### config.mk
export PLATFORM = sky130hd
export DESIGN_NAME = sincos_interpolation_vernier
export DESIGN_NICKNAME = d
export VERILOG_FILES = /design/src/rtl/sincos_pkg.sv /design/src/rtl/channel_interp.sv /design/src/rtl/coef_mem.sv /design/src/rtl/sincos_interpolation_vernier.sv
export VERILOG_INCLUDE_DIRS = /design/src /design/src/rtl
export SDC_FILE = /design/constraint.sdc
export NUM_CORES = 2
export LEC_CHECK = 0
export ABC_AREA = 1
export CORE_ASPECT_RATIO = 0.5
export CORE_MARGIN = 2
export CORE_UTILIZATION = 38
export CTS_CLUSTER_SIZE = 30
export DETAILED_ROUTE_END_ITERATION = 6
export DONT_BUFFER_PORTS = 1
export PLACE_DENSITY = 0.57
export SETUP_SLACK_MARGIN = 0.3
export SLEW_MARGIN = 20
export SYNTH_ARGS = -nofsm -noshare
export SYNTH_HDL_FRONTEND = slang
export SYNTH_HIERARCHICAL = 1
export SYNTH_SLANG_ARGS = --single-unit
### constraint.sdc
create_clock -name SYS_CLK -period 13.7 [get_ports SYS_CLK]
set_input_delay 1.37 -clock SYS_CLK [delete_from_list [all_inputs] [get_ports SYS_CLK]]
set_output_delay 1.37 -clock SYS_CLK [all_outputs]
set_load 0.01 [all_outputs]
### src/rtl/sincos_defs.svh
`ifndef SINCOS_DEFS_SVH
`define SINCOS_DEFS_SVH

// register byte addresses
`define ADR_CONFIG      8'h00
`define ADR_INTERPOLATION_RATE       8'h04
`define ADR_SERIAL      8'h08
`define ADR_CNT_ONE     8'h0c
`define ADR_CNT_TWO     8'h10
`define ADR_POSITION    8'h14
`define ADR_STATUS      8'h18
`define COEF_REGION     2'h1

// primary_config_word fields
`define CFG_MODE        3:0
`define CFG_DIV1        5:4
`define CFG_DIV2        7:6
`define CFG_SPLIT       8
`define CFG_VDIV        10:9
`define CFG_W           11
`define CFG_RESET       11'h600

// interpolation_rate limits
`define INTERPOLATION_RATE_W         14
`define INTERPOLATION_RATE_RESET     14'h0800
`define INTERPOLATION_RATE_MIN       14'h0100
`define INTERPOLATION_RATE_MAX       14'h2000
`define INTERPOLATION_RATE_DIV8_MAX  14'h1000
`define INTERPOLATION_RATE_ALIGN     2:0
`define QUAD_ALIGN      1:0

// modes, sources, arithmetic
`define MODE_CALIB      4'h5
`define VDIV_BASE       3'h3
`define FRAC_HALF       31'h0000_8000
`define SERIAL_RESET    2'h0
`define SRC_ABS         2'h0
`define SRC_CH1         2'h1
`define SRC_CH2         2'h2
`define SRC_BOTH        2'h3

// status bits
`define STAT_RATE_OK    0
`define STAT_Q1_OK      1
`define STAT_Q2_OK      2
`define STAT_CALIB      3

`endif

### src/rtl/sincos_pkg.sv
package sincos_pkg;

  typedef struct packed {
    logic a;
    logic b;
    logic z;
  } quad_t;

  typedef enum logic [2:0] {
    BUS_IDLE = 3'b001,
    BUS_WAIT = 3'b010,
    BUS_ACK  = 3'b100
  } bus_state_t;

  // fraction of a period times a count, 16 fraction bits kept
  function automatic logic [29:0] frac_scale(input logic [15:0] frac,
                                             input logic [13:0] n);
    frac_scale = {14'h0, frac} * {16'h0, n};
  endfunction

  function automatic logic [31:0] byte_merge(input logic [31:0] old_w,
                                             input logic [31:0] new_w,
                                             input logic [3:0]  sel);
    byte_merge = old_w;
    for (int i = 0; i < 4; i++) begin
      if (sel[i]) begin
        byte_merge[8*i +: 8] = new_w[8*i +: 8];
      end
    end
  endfunction

endpackage

### src/rtl/channel_interp.sv
`timescale 1ns/1ps
`include "sincos_defs.svh"
module channel_interp #(
  parameter int CNT_W = 24
) (
  // clock and reset
  input  wire logic              clk,
  input  wire logic              rst_n,
  // sampled angle and setup
  input  wire logic [15:0]       phase,
  input  wire logic [13:0]       interpolation_rate,
  input  wire logic [1:0]        div_sel,
  input  wire logic              calib,
  // results
  output logic      [CNT_W-1:0]  count,
  output sincos_pkg::quad_t      quad,
  output logic      [13:0]       fine_idx,
  output logic                   rate_ok
);
  import sincos_pkg::*;

  logic [13:0]      pos_r;
  logic [13:0]      pos_nxt;
  logic [1:0]       q_r;
  logic [1:0]       q_nxt;
  logic [CNT_W-1:0] cnt_r;
  logic             init_r;
  quad_t            quad_r;
  quad_t            quad_nxt;

  wire [29:0] prod    = frac_scale(phase, interpolation_rate);
  wire [13:0] fine    = prod[29:16];
  wire [13:0] rate_d  = interpolation_rate >> div_sel;
  wire [13:0] target  = fine >> div_sel;
  wire [13:0] half_d  = rate_d >> 1;
  wire [13:0] last    = rate_d - 14'h1;
  // forward distance modulo the divided rate
  wire [13:0] fwd     = (target >= pos_r) ? target - pos_r : target + rate_d - pos_r;
  // resync without counting after reset or when the position lies at or beyond the divided rate
  wire        resync  = init_r || (pos_r >= rate_d);
  wire        step_up = !resync && fwd != 14'h0 && fwd <= half_d;
  wire        step_dn = !resync && fwd > half_d;

  assign pos_nxt = resync  ? target :
                   step_up ? ((pos_r == last) ? 14'h0 : pos_r + 14'h1) :
                   step_dn ? ((pos_r == 14'h0) ? last : pos_r - 14'h1) : pos_r;
  assign q_nxt   = step_up ? q_r + 2'h1 : step_dn ? q_r - 2'h1 : q_r;

  // one quadrature step per increment, gray sequence 00,10,11,01
  assign quad_nxt.a = calib ? ~phase[15] : q_nxt[0] ^ q_nxt[1];
  assign quad_nxt.b = calib ? ~(phase[15] ^ phase[14]) : q_nxt[1];
  assign quad_nxt.z = (pos_nxt == 14'h0);

  always_ff @(posedge clk) begin
    if (!rst_n) begin
      pos_r  <= 14'h0;
      q_r    <= 2'h0;
      cnt_r  <= '0;
      init_r <= 1'b1;
      quad_r <= '0;
    end else begin
      pos_r  <= pos_nxt;
      q_r    <= q_nxt;
      init_r <= 1'b0;
      quad_r <= quad_nxt;
      if (step_up) begin
        cnt_r <= cnt_r + CNT_W'(1);
      end else if (step_dn) begin
        cnt_r <= cnt_r - CNT_W'(1);
      end
    end
  end

  assign count    = cnt_r;
  assign quad     = quad_r;
  assign fine_idx = fine;
  assign rate_ok  = (rate_d[`QUAD_ALIGN] == 2'h0);

  a_count_step: assert property (@(posedge clk) disable iff (!rst_n)
    $changed(cnt_r) |-> (cnt_r - $past(cnt_r) == CNT_W'(1)) ||
                        ($past(cnt_r) - cnt_r == CNT_W'(1)))
    else $error("counter moved by more than one");

  a_count_up: assert property (@(posedge clk) disable iff (!rst_n)
    step_up |=> cnt_r == $past(cnt_r) + CNT_W'(1))
    else $error("counter missed an up step");

  a_quad_gray: assert property (@(posedge clk) disable iff (!rst_n)
    (!calib && $past(!calib)) ##1 !calib
    |-> !($changed(quad_r.a) && $changed(quad_r.b)))
    else $error("both quadrature lines switched together");

  a_calib_test: assert property (@(posedge clk) disable iff (!rst_n)
    calib |=> quad_r.a == !$past(phase[15]))
    else $error("calibration test signal wrong");

endmodule

### src/rtl/coef_mem.sv
`timescale 1ns/1ps
module coef_mem #(
  parameter int DEPTH = 16,
  parameter int WIDTH = 16,
  parameter int AW    = 4
) (
  // clock and reset
  input  wire logic             clk,
  input  wire logic             rst_n,
  // write port
  input  wire logic             wr_en,
  input  wire logic [AW-1:0]    wr_addr,
  input  wire logic [WIDTH-1:0] wr_data,
  // read ports
  input  wire logic [AW-1:0]    addr_a,
  output logic      [WIDTH-1:0] data_a,
  input  wire logic [AW-1:0]    addr_b,
  output logic      [WIDTH-1:0] data_b
);

  logic [WIDTH-1:0] mem_r [DEPTH];

  // reset stands in for the load of the stored image
  always_ff @(posedge clk) begin
    if (!rst_n) begin
      for (int i = 0; i < DEPTH; i++) begin
        mem_r[i] <= '0;
      end
      data_a <= '0;
      data_b <= '0;
    end else begin
      if (wr_en) begin
        mem_r[wr_addr] <= wr_data;
      end
      data_a <= mem_r[addr_a];
      data_b <= mem_r[addr_b];
    end
  end

  a_mem_readback: assert property (@(posedge clk) disable iff (!rst_n)
    (wr_en && addr_a == wr_addr) ##1 (!wr_en && addr_a == $past(addr_a))
    |=> data_a == $past(wr_data, 2))
    else $error("coefficient readback mismatch");

endmodule

### src/rtl/sincos_interpolation_vernier.sv
// Functional notes
// - split each input period into increments; expose phase and count values; here only counts and position are readable, no phase.
// - drive quadrature pair a quarter period apart plus index output per channel.
// - derive absolute position by vernier combination of both channel phases.
// - sixteen stored correction coefficients trim the vernier phase difference.
// - four-bit mode field; X000 for normal uses, 0101 for calibration.
// - calibration puts test signals on both quadrature outputs; counters keep running.
// - each channel keeps its own counter, readable in its own count register.
// - outside calibration each quadrature pair carries its own channel increments.
// - independent-sensor use reports channel one, two or both counts as position.
// - two-bit position source select chooses the position register content.
// - interpolation rate 256 to 8192, multiple of eight; otherwise flagged.
// - vernier pitch equals interpolation rate divided by 8, 16, 32 or 64.
// - counters and quadrature run at base rate over a per-channel divider.
// - per-channel divider factors are 1, 2, 4 or 8.
// - split bit 0 shares divider one; split bit 1 gives each its own.
// - divided rate equals quadrature transitions and counter steps per period.
// - quadrature square periods per input period are a quarter of divided rate.
`timescale 1ns/1ps
`include "sincos_defs.svh"
module sincos_interpolation_vernier #(
  parameter int POS_W = 24
) (
  // clock and reset
  input  wire logic         SYS_CLK,
  input  wire logic         RESETN,
  // wishbone slave
  input  wire logic         WB_CYC_I,
  input  wire logic         WB_STB_I,
  input  wire logic         WB_WE_I,
  input  wire logic [7:0]   WB_ADR_I,
  input  wire logic [3:0]   WB_SEL_I,
  input  wire logic [31:0]  WB_DAT_I,
  output logic      [31:0]  WB_DAT_O,
  output logic              WB_ACK_O,
  // sampled angles from the front end
  input  wire logic [15:0]  PHASE_CH_ONE,
  input  wire logic [15:0]  PHASE_CH_TWO,
  // square-wave outputs
  output sincos_pkg::quad_t QUADRATURE_OUTPUTS_CH_ONE,
  output sincos_pkg::quad_t QUADRATURE_OUTPUTS_CH_TWO
);
  import sincos_pkg::*;

  //////////////////////////////////////////////////////////////////////////////
  // configuration registers

  logic [`CFG_W-1:0]   primary_config_word_r;
  logic [`CFG_W-1:0]   primary_config_word_nxt;
  logic [`INTERPOLATION_RATE_W-1:0] interpolation_rate_r;
  logic [`INTERPOLATION_RATE_W-1:0] interpolation_rate_nxt;
  logic [1:0]          serial_output_config_r;
  logic [1:0]          serial_output_config_nxt;
  logic [POS_W-1:0]    position_result_r;
  logic [POS_W-1:0]    position_result_nxt;

  wire [3:0] mode = primary_config_word_r[`CFG_MODE];
  wire       calib = (mode == `MODE_CALIB);
  wire [1:0] count_rate_divider_ch_one = primary_config_word_r[`CFG_DIV1];
  wire [1:0] count_rate_divider_ch_two = primary_config_word_r[`CFG_DIV2];
  wire       divider_split_select = primary_config_word_r[`CFG_SPLIT];
  wire [1:0] vernier_div = primary_config_word_r[`CFG_VDIV];
  wire [1:0] position_source_select = serial_output_config_r;

  // second channel falls back to the first divider unless split
  wire [1:0] div_two_eff = divider_split_select ? count_rate_divider_ch_two
                                                : count_rate_divider_ch_one;

  //////////////////////////////////////////////////////////////////////////////
  // rate checks

  // bad settings are still used; software reads the flags
  wire rate_in_range = (interpolation_rate_r >= `INTERPOLATION_RATE_MIN) &&
                       (interpolation_rate_r <= `INTERPOLATION_RATE_MAX);
  wire rate_aligned  = (interpolation_rate_r[`INTERPOLATION_RATE_ALIGN] == 3'h0);
  wire rate_div8_bad = (vernier_div == 2'h0) &&
                       (interpolation_rate_r > `INTERPOLATION_RATE_DIV8_MAX);
  wire rate_ok       = rate_in_range && rate_aligned && !rate_div8_bad;
  wire q1_ok;
  wire q2_ok;

  //////////////////////////////////////////////////////////////////////////////
  // channels

  logic [POS_W-1:0] channel_one_count;
  logic [POS_W-1:0] channel_two_count;
  logic [13:0]      fine_one;

  channel_interp #(
    .CNT_W (POS_W)
  ) u_ch_one (
    .clk      (SYS_CLK),
    .rst_n    (RESETN),
    .phase    (PHASE_CH_ONE),
    .interpolation_rate    (interpolation_rate_r),
    .div_sel  (count_rate_divider_ch_one),
    .calib    (calib),
    .count    (channel_one_count),
    .quad     (QUADRATURE_OUTPUTS_CH_ONE),
    .fine_idx (fine_one),
    .rate_ok  (q1_ok)
  );

  channel_interp #(
    .CNT_W (POS_W)
  ) u_ch_two (
    .clk      (SYS_CLK),
    .rst_n    (RESETN),
    .phase    (PHASE_CH_TWO),
    .interpolation_rate    (interpolation_rate_r),
    .div_sel  (div_two_eff),
    .calib    (calib),
    .count    (channel_two_count),
    .quad     (QUADRATURE_OUTPUTS_CH_TWO),
    .fine_idx (),
    .rate_ok  (q2_ok)
  );

  //////////////////////////////////////////////////////////////////////////////
  // wishbone slave

  bus_state_t bus_r;
  bus_state_t bus_nxt;
  logic       ack_r;
  logic [31:0] dat_r;
  logic [31:0] rd_word;
  logic [15:0] coef_bus;
  logic [15:0] coef_q;

  wire       req      = WB_CYC_I && WB_STB_I;
  wire [7:0] adr      = {WB_ADR_I[7:2], 2'b00};
  wire       coef_hit = (WB_ADR_I[7:6] == `COEF_REGION);
  // writes land on the edge at which the master sees ack high
  wire       wr_go    = (bus_r == BUS_ACK) && req && WB_WE_I;
  wire       rd_go    = (bus_r == BUS_WAIT) && req && !WB_WE_I;
  wire       coef_wr  = wr_go && coef_hit && (&WB_SEL_I[1:0]);

  // one wait state gives the coefficient memory its read cycle
  always_comb begin
    case (bus_r)
      BUS_IDLE: bus_nxt = req ? BUS_WAIT : BUS_IDLE;
      BUS_WAIT: bus_nxt = req ? BUS_ACK : BUS_IDLE;
      BUS_ACK:  bus_nxt = BUS_IDLE;
      default:  bus_nxt = BUS_IDLE;
    endcase
  end

  wire [31:0] cfg_merge = byte_merge({21'h0, primary_config_word_r}, WB_DAT_I, WB_SEL_I);
  wire [31:0] rate_merge = byte_merge({18'h0, interpolation_rate_r}, WB_DAT_I, WB_SEL_I);
  wire [31:0] ser_merge = byte_merge({30'h0, serial_output_config_r}, WB_DAT_I, WB_SEL_I);

  assign primary_config_word_nxt  = (wr_go && adr == `ADR_CONFIG) ?
                                    cfg_merge[`CFG_W-1:0] : primary_config_word_r;
  assign interpolation_rate_nxt   = (wr_go && adr == `ADR_INTERPOLATION_RATE) ?
                                    rate_merge[`INTERPOLATION_RATE_W-1:0] : interpolation_rate_r;
  assign serial_output_config_nxt = (wr_go && adr == `ADR_SERIAL) ?
                                    ser_merge[1:0] : serial_output_config_r;

  wire [3:0] status_word;
  assign status_word[`STAT_RATE_OK] = rate_ok;
  assign status_word[`STAT_Q1_OK]   = q1_ok;
  assign status_word[`STAT_Q2_OK]   = q2_ok;
  assign status_word[`STAT_CALIB]   = calib;

  always_comb begin
    case (adr)
      `ADR_CONFIG:   rd_word = {21'h0, primary_config_word_r};
      `ADR_INTERPOLATION_RATE:    rd_word = {18'h0, interpolation_rate_r};
      `ADR_SERIAL:   rd_word = {30'h0, serial_output_config_r};
      `ADR_CNT_ONE:  rd_word = 32'(signed'(channel_one_count));
      `ADR_CNT_TWO:  rd_word = 32'(signed'(channel_two_count));
      `ADR_POSITION: rd_word = 32'(position_result_r);
      `ADR_STATUS:   rd_word = {28'h0, status_word};
      default:       rd_word = coef_hit ? {16'h0, coef_bus} : 32'h0;
    endcase
  end

  always_ff @(posedge SYS_CLK) begin
    if (!RESETN) begin
      bus_r                  <= BUS_IDLE;
      ack_r                  <= 1'b0;
      dat_r                  <= 32'h0;
      primary_config_word_r  <= `CFG_RESET;
      interpolation_rate_r   <= `INTERPOLATION_RATE_RESET;
      serial_output_config_r <= `SERIAL_RESET;
    end else begin
      bus_r                  <= bus_nxt;
      ack_r                  <= (bus_nxt == BUS_ACK);
      dat_r                  <= rd_go ? rd_word : 32'h0;
      primary_config_word_r  <= primary_config_word_nxt;
      interpolation_rate_r   <= interpolation_rate_nxt;
      serial_output_config_r <= serial_output_config_nxt;
    end
  end

  assign WB_ACK_O = ack_r;
  assign WB_DAT_O = dat_r;

  //////////////////////////////////////////////////////////////////////////////
  // correction coefficients

  coef_mem #(
    .DEPTH (16),
    .WIDTH (16),
    .AW    (4)
  ) u_coef (
    .clk     (SYS_CLK),
    .rst_n   (RESETN),
    .wr_en   (coef_wr),
    .wr_addr (WB_ADR_I[5:2]),
    .wr_data (WB_DAT_I[15:0]),
    .addr_a  (WB_ADR_I[5:2]),
    .data_a  (coef_bus),
    .addr_b  (PHASE_CH_ONE[15:12]),
    .data_b  (coef_q)
  );

  //////////////////////////////////////////////////////////////////////////////
  // vernier combination

  logic [15:0] ph1_d;
  logic [15:0] ph2_d;
  logic [13:0] fine1_d;

  // pitch in periods: rate shifted by 3 to 6
  wire [2:0]  vshift = {1'b0, vernier_div} + `VDIV_BASE;
  wire [13:0] vernier_pitch = interpolation_rate_r >> vshift;
  // coefficient picked by the coarse sector of channel one
  wire [15:0] diff = ph1_d - ph2_d + coef_q;
  wire [29:0] coarse = frac_scale(diff, vernier_pitch);
  // period index rounded against the fine phase, kept positive
  wire [30:0] k_fx = {1'b0, coarse} + {1'b0, vernier_pitch, 16'h0}
                   - {15'h0, ph1_d} + `FRAC_HALF;
  wire [14:0] k_raw = k_fx[30:16];
  wire [14:0] pitch_x1 = {1'b0, vernier_pitch};
  wire [14:0] pitch_x2 = {vernier_pitch, 1'b0};
  // rounding can land exactly on twice the pitch, so fold twice
  wire [14:0] k_per = (k_raw >= pitch_x2) ? k_raw - pitch_x2 :
                      (k_raw >= pitch_x1) ? k_raw - pitch_x1 : k_raw;
  wire [28:0] abs_full = {14'h0, k_per} * {15'h0, interpolation_rate_r};
  wire [POS_W-1:0] abs_pos = abs_full[POS_W-1:0] + POS_W'(fine1_d);

  localparam int HALF_W = POS_W / 2;

  always_comb begin
    case (position_source_select)
      `SRC_ABS:  position_result_nxt = abs_pos;
      `SRC_CH1:  position_result_nxt = channel_one_count;
      `SRC_CH2:  position_result_nxt = channel_two_count;
      `SRC_BOTH: position_result_nxt = {channel_two_count[HALF_W-1:0],
                                        channel_one_count[HALF_W-1:0]};
      default:   position_result_nxt = abs_pos;
    endcase
  end

  always_ff @(posedge SYS_CLK) begin
    if (!RESETN) begin
      ph1_d             <= 16'h0;
      ph2_d             <= 16'h0;
      fine1_d           <= 14'h0;
      position_result_r <= '0;
    end else begin
      ph1_d             <= PHASE_CH_ONE;
      ph2_d             <= PHASE_CH_TWO;
      fine1_d           <= fine_one;
      position_result_r <= position_result_nxt;
    end
  end

  //////////////////////////////////////////////////////////////////////////////
  // checks

  a_split_share: assert property (@(posedge SYS_CLK) disable iff (!RESETN)
    !divider_split_select |-> q2_ok == q1_ok)
    else $error("channel two not using divider one");

  a_rate_flag: assert property (@(posedge SYS_CLK) disable iff (!RESETN)
    (interpolation_rate_r[2:0] != 3'h0 ||
     (vernier_div == 2'h0 && interpolation_rate_r > 14'h1000)) |-> !rate_ok)
    else $error("invalid rate not flagged");

  a_pos_source: assert property (@(posedge SYS_CLK) disable iff (!RESETN)
    position_source_select == 2'h1 |=> position_result_r == $past(channel_one_count))
    else $error("position register not showing channel one");

  a_abs_range: assert property (@(posedge SYS_CLK) disable iff (!RESETN)
    (position_source_select == 2'h0 && rate_ok) ##1 $stable(interpolation_rate_r)
    |-> k_per < {1'b0, vernier_pitch})
    else $error("vernier period index out of pitch");

  a_write_on_ack: assert property (@(posedge SYS_CLK) disable iff (!RESETN)
    wr_go |-> WB_ACK_O)
    else $error("register write outside the ack cycle");

  a_ack_pulse: assert property (@(posedge SYS_CLK) disable iff (!RESETN)
    WB_ACK_O |=> !WB_ACK_O)
    else $error("ack longer than one cycle");

  a_ack_latency: assert property (@(posedge SYS_CLK) disable iff (!RESETN)
    (req && bus_r == BUS_IDLE) ##1 req |-> ##1 WB_ACK_O)
    else $error("ack not two edges after request");

endmodule

==> summary by stage <==
Outcome
The flow ran to the end, but the final reports show violations. The checks that failed: design-rule violations, negative setup slack.

Critical path
The worst setup path startpoint is u_coef/data_b[3]. The maximum single-stage delay on the critical path is 0.56 ns. In this run the critical register-to-register path is launched from u_coef/data_b[3]. The register-to-register path setup slack is -1.35 ns. The reg-to-reg critical path endpoint is position_result_r[23]. The startpoint class of the critical path is a flop. Along the worst path, the maximum fanout reaches 7. The termination of the worst setup path is position_result_r[23].

Among all stages on the critical path, the largest delay is contributed by fa_1. The kind of capture point of the worst setup path is a flop. Data arrives at the worst endpoint at 15.56 ns. Data on the critical path is required at its endpoint by 14.21 ns. The critical path in this run is classified as reg2reg. The number of cells on the worst reg-to-reg path is 89.

STA
The total count of hold-check failures in the final report is 0. The worst pin sits at a relative slew slack of 0.2664. Setup repair after global routing could not meet its margin everywhere.

The slew at the pin closest to its max-slew limit is 1.098 ns. Across all hold checks on the routed design, the worst slack comes to 0.4680 ns. Setup violations remaining at the end of the flow were counted as 16. The maximum clock frequency is 0.06643 GHz. The final number of max-transition violations is 0.

The smallest clock period supported by the final layout is computed as 15.05 ns. The share of the cycle needed by the critical path after routing is 1.099. The final total negative setup slack is -13.47 ns. In the post-route analysis, the smallest setup slack over all paths is -1.353 ns. The final setup skew is 0.08213 ns.

Die
Measured along the y axis, the die boundary spans 301.9 um. The floorplan core area is 176500 um^2. The x dimension of the die is 599.8 um.

The number of standard-cell rows in the floorplan is 109. The die covers 181100 um^2. For this design the top-level I/O count stands at 120. For this configuration, the core starts out at a cell density of 0.3822.

Clock tree
CTS built an H-tree with a depth of 2. The number of hold-repair buffers added at the cts stage is 0. No sink is reached through more buffers than the 3 on the longest clock path.

Clock tree synthesis inserted a total of 58 buffers. Clock-pin slew was measured on the worst setup and hold paths at 0.07 ns. The clock tree root buffer cell is clkbuf_16. TritonCTS built the clock tree. The total clock sinks is 502. The clock reaches the later pin of the worst-skew pair after 0.72 ns.

Routing
The first detailed-routing pass took 7 iterations. The sum of routed wire length over all layers is 232500 um. The average detailed-routed wire length per instance is 19.08 um. Across all layers, the routed design uses 62340 vias.

The detail route stage leaves a number of antenna-violating nets equal to 0. The number of DRC violations after detailed-routing iteration 0 is 5899. Using the TritonRoute via totals, the vias-per-cell ratio works out to 5.118. For this run, design rule violations remaining after detail routing come to 2.

Min path
In this run the worst hold path is classified as reg2reg. Along the worst hold path, the cell count comes to 1.

Layout
The share of post-route cells with drive strength above 1 is 0.1158. Compared with the post-synthesis result, the final layout area differs by 13.85%. For this run, the post-layout net count is 11100.

Global route
Summed over all layers, the global routing overflow is 0. The initial antenna violation count is 6. The pin count of the biggest net entering global routing is 145. The number of global-route vias before repair came to 60760. The first global-routing pass estimated 355800 um of wire. The total routing usage reported by global routing is 0.2534.

Yosys
The synthesis warning total is 6. The synthesized net count is 10840. Each instance of the synthesized netlist takes up on average 7.113 um^2. The synthesized netlist cell count is 9483. The cell area that synthesis handed to floorplanning was 67450 um^2.

Placement
The half-perimeter wire length of the detailed placement result is 175600 um. The congestion estimate from routability-driven global placement came to 0.9548. The number of buffers added on ports is 0. At the placement stage, the worst setup path has a slack of -1.641 ns.

Power
The leakage power summed over all cells is 40.66 nW. Dividing total power by cell area gives a power density of 234.0 nW/um^2. Across the VDD grid, the largest voltage drop is 391.7 uV.

Job
Max-cap violations in this run came to 0.
stage by stage:
| stage | instances | util | instance area [um^2] | total power, W |
|---|---|---|---|---|
| 2_1_floorplan | 9483 | - | 67800 | 0.009294 |
| 3_5_place_dp | 12000 | 0.4135 | 72980 | 0.01428 |
| 4_1_cts | 12150 | 0.4293 | 75770 | 0.01670 |
| 6_report | 12180 | 0.4351 | 76790 | 0.01797 |
| 5_1_grt | 12180 | 0.4351 | 76790 | 0.01947 |
| 3_3_place_gp | 12000 | 0.4135 | 72980 | 0.01430 |
report_power, final:
| part | total, W | internal, W | switching, W | leakage, nW |
|---|---|---|---|---|
| logic | 0.0143 | 0.00633 | 0.00800 | 34.9 |
| registers | 0.00197 | 0.00175 | 0.000218 | 4.71 |
| clock network | 0.00167 | 0.000977 | 0.000696 | 1.01 |
| total | 0.0180 | 0.00906 | 0.00891 | 40.7 |
cell usage in the layout (no fill, tap or decap), types with 64 or more instances in the layout:
master    count
buf_4       538
nand2_1    2394
nand3_1     778
o21ai_0     209
dfxtp_1     230
xnor2_1      64
fa_1        681
edfxtp_1    256
nor2_1      783
xor2_1      101
ha_1        543
a21oi_1     343
inv_1      1882
nand2_2      95
flip-flops by register name (all words and copies together), names as in the netlist, 16 cells and up:
name,count
WB_DAT_O,25
ph1_d,16
ph2_d,16
position_result_r,24
u_ch_one/count,24
u_ch_two/count,24
u_coef/data_a,16
u_coef/data_b,16
u_coef/mem_r,256
layer usage:
metal | GRT usage | share of wire
met1 | 0.3635 | 0.46
met2 | 0.4048 | 0.44
met3 | 0.03079 | 0.077
met4 | 0.06428 | 0.027
met5 | 0 | 0.00023
cell type report:
cell class / count / area (um^2)
Multi-Input combinational cell: 6633 / 47120
Timing Repair inverter: 2 / 11.26
Timing Repair Buffer: 570 / 4489
Clock buffer: 75 / 1627
Sequential cell: 502 / 12630
Antenna cell: 1 / 2.502
Tap cell: 2386 / 2985
Clock inverter: 34 / 430.4
Inverter: 1979 / 7487
Fill cell: 18290 / 99690
worst min path at each step:
stage	from	to
2_1_floorplan	position_result_r[23]	WB_DAT_O[23]
3_3_place_gp	bus_r[1]	bus_r[1]
3_5_place_dp	bus_r[1]	bus_r[1]
4_1_cts	bus_r[1]	bus_r[1]
5_1_grt	bus_r[1]	bus_r[1]
6_report	bus_r[1]	bus_r[1]
worst max-delay path: cells and delay by family, from the launching register on:
kind / cells / cell delay (ns)
XOR/XNOR: 1 / 0.21
buffers and inverters: 24 / 1.97
adder cells (fa/ha/maj): 16 / 7.35
AO/OA/AOI/OAI: 15 / 1.32
flip-flops: 1 / 0.32
AND/OR/NAND/NOR: 33 / 3.64
timing repair:
item	4_1_cts	5_1_grt
gates resized for setup	107	199
cloned	2	1
buffers inserted	35	30
endpoints found under the setup margin	19	33
pin swaps	58	113
Power figures use the tool's default switching activity.
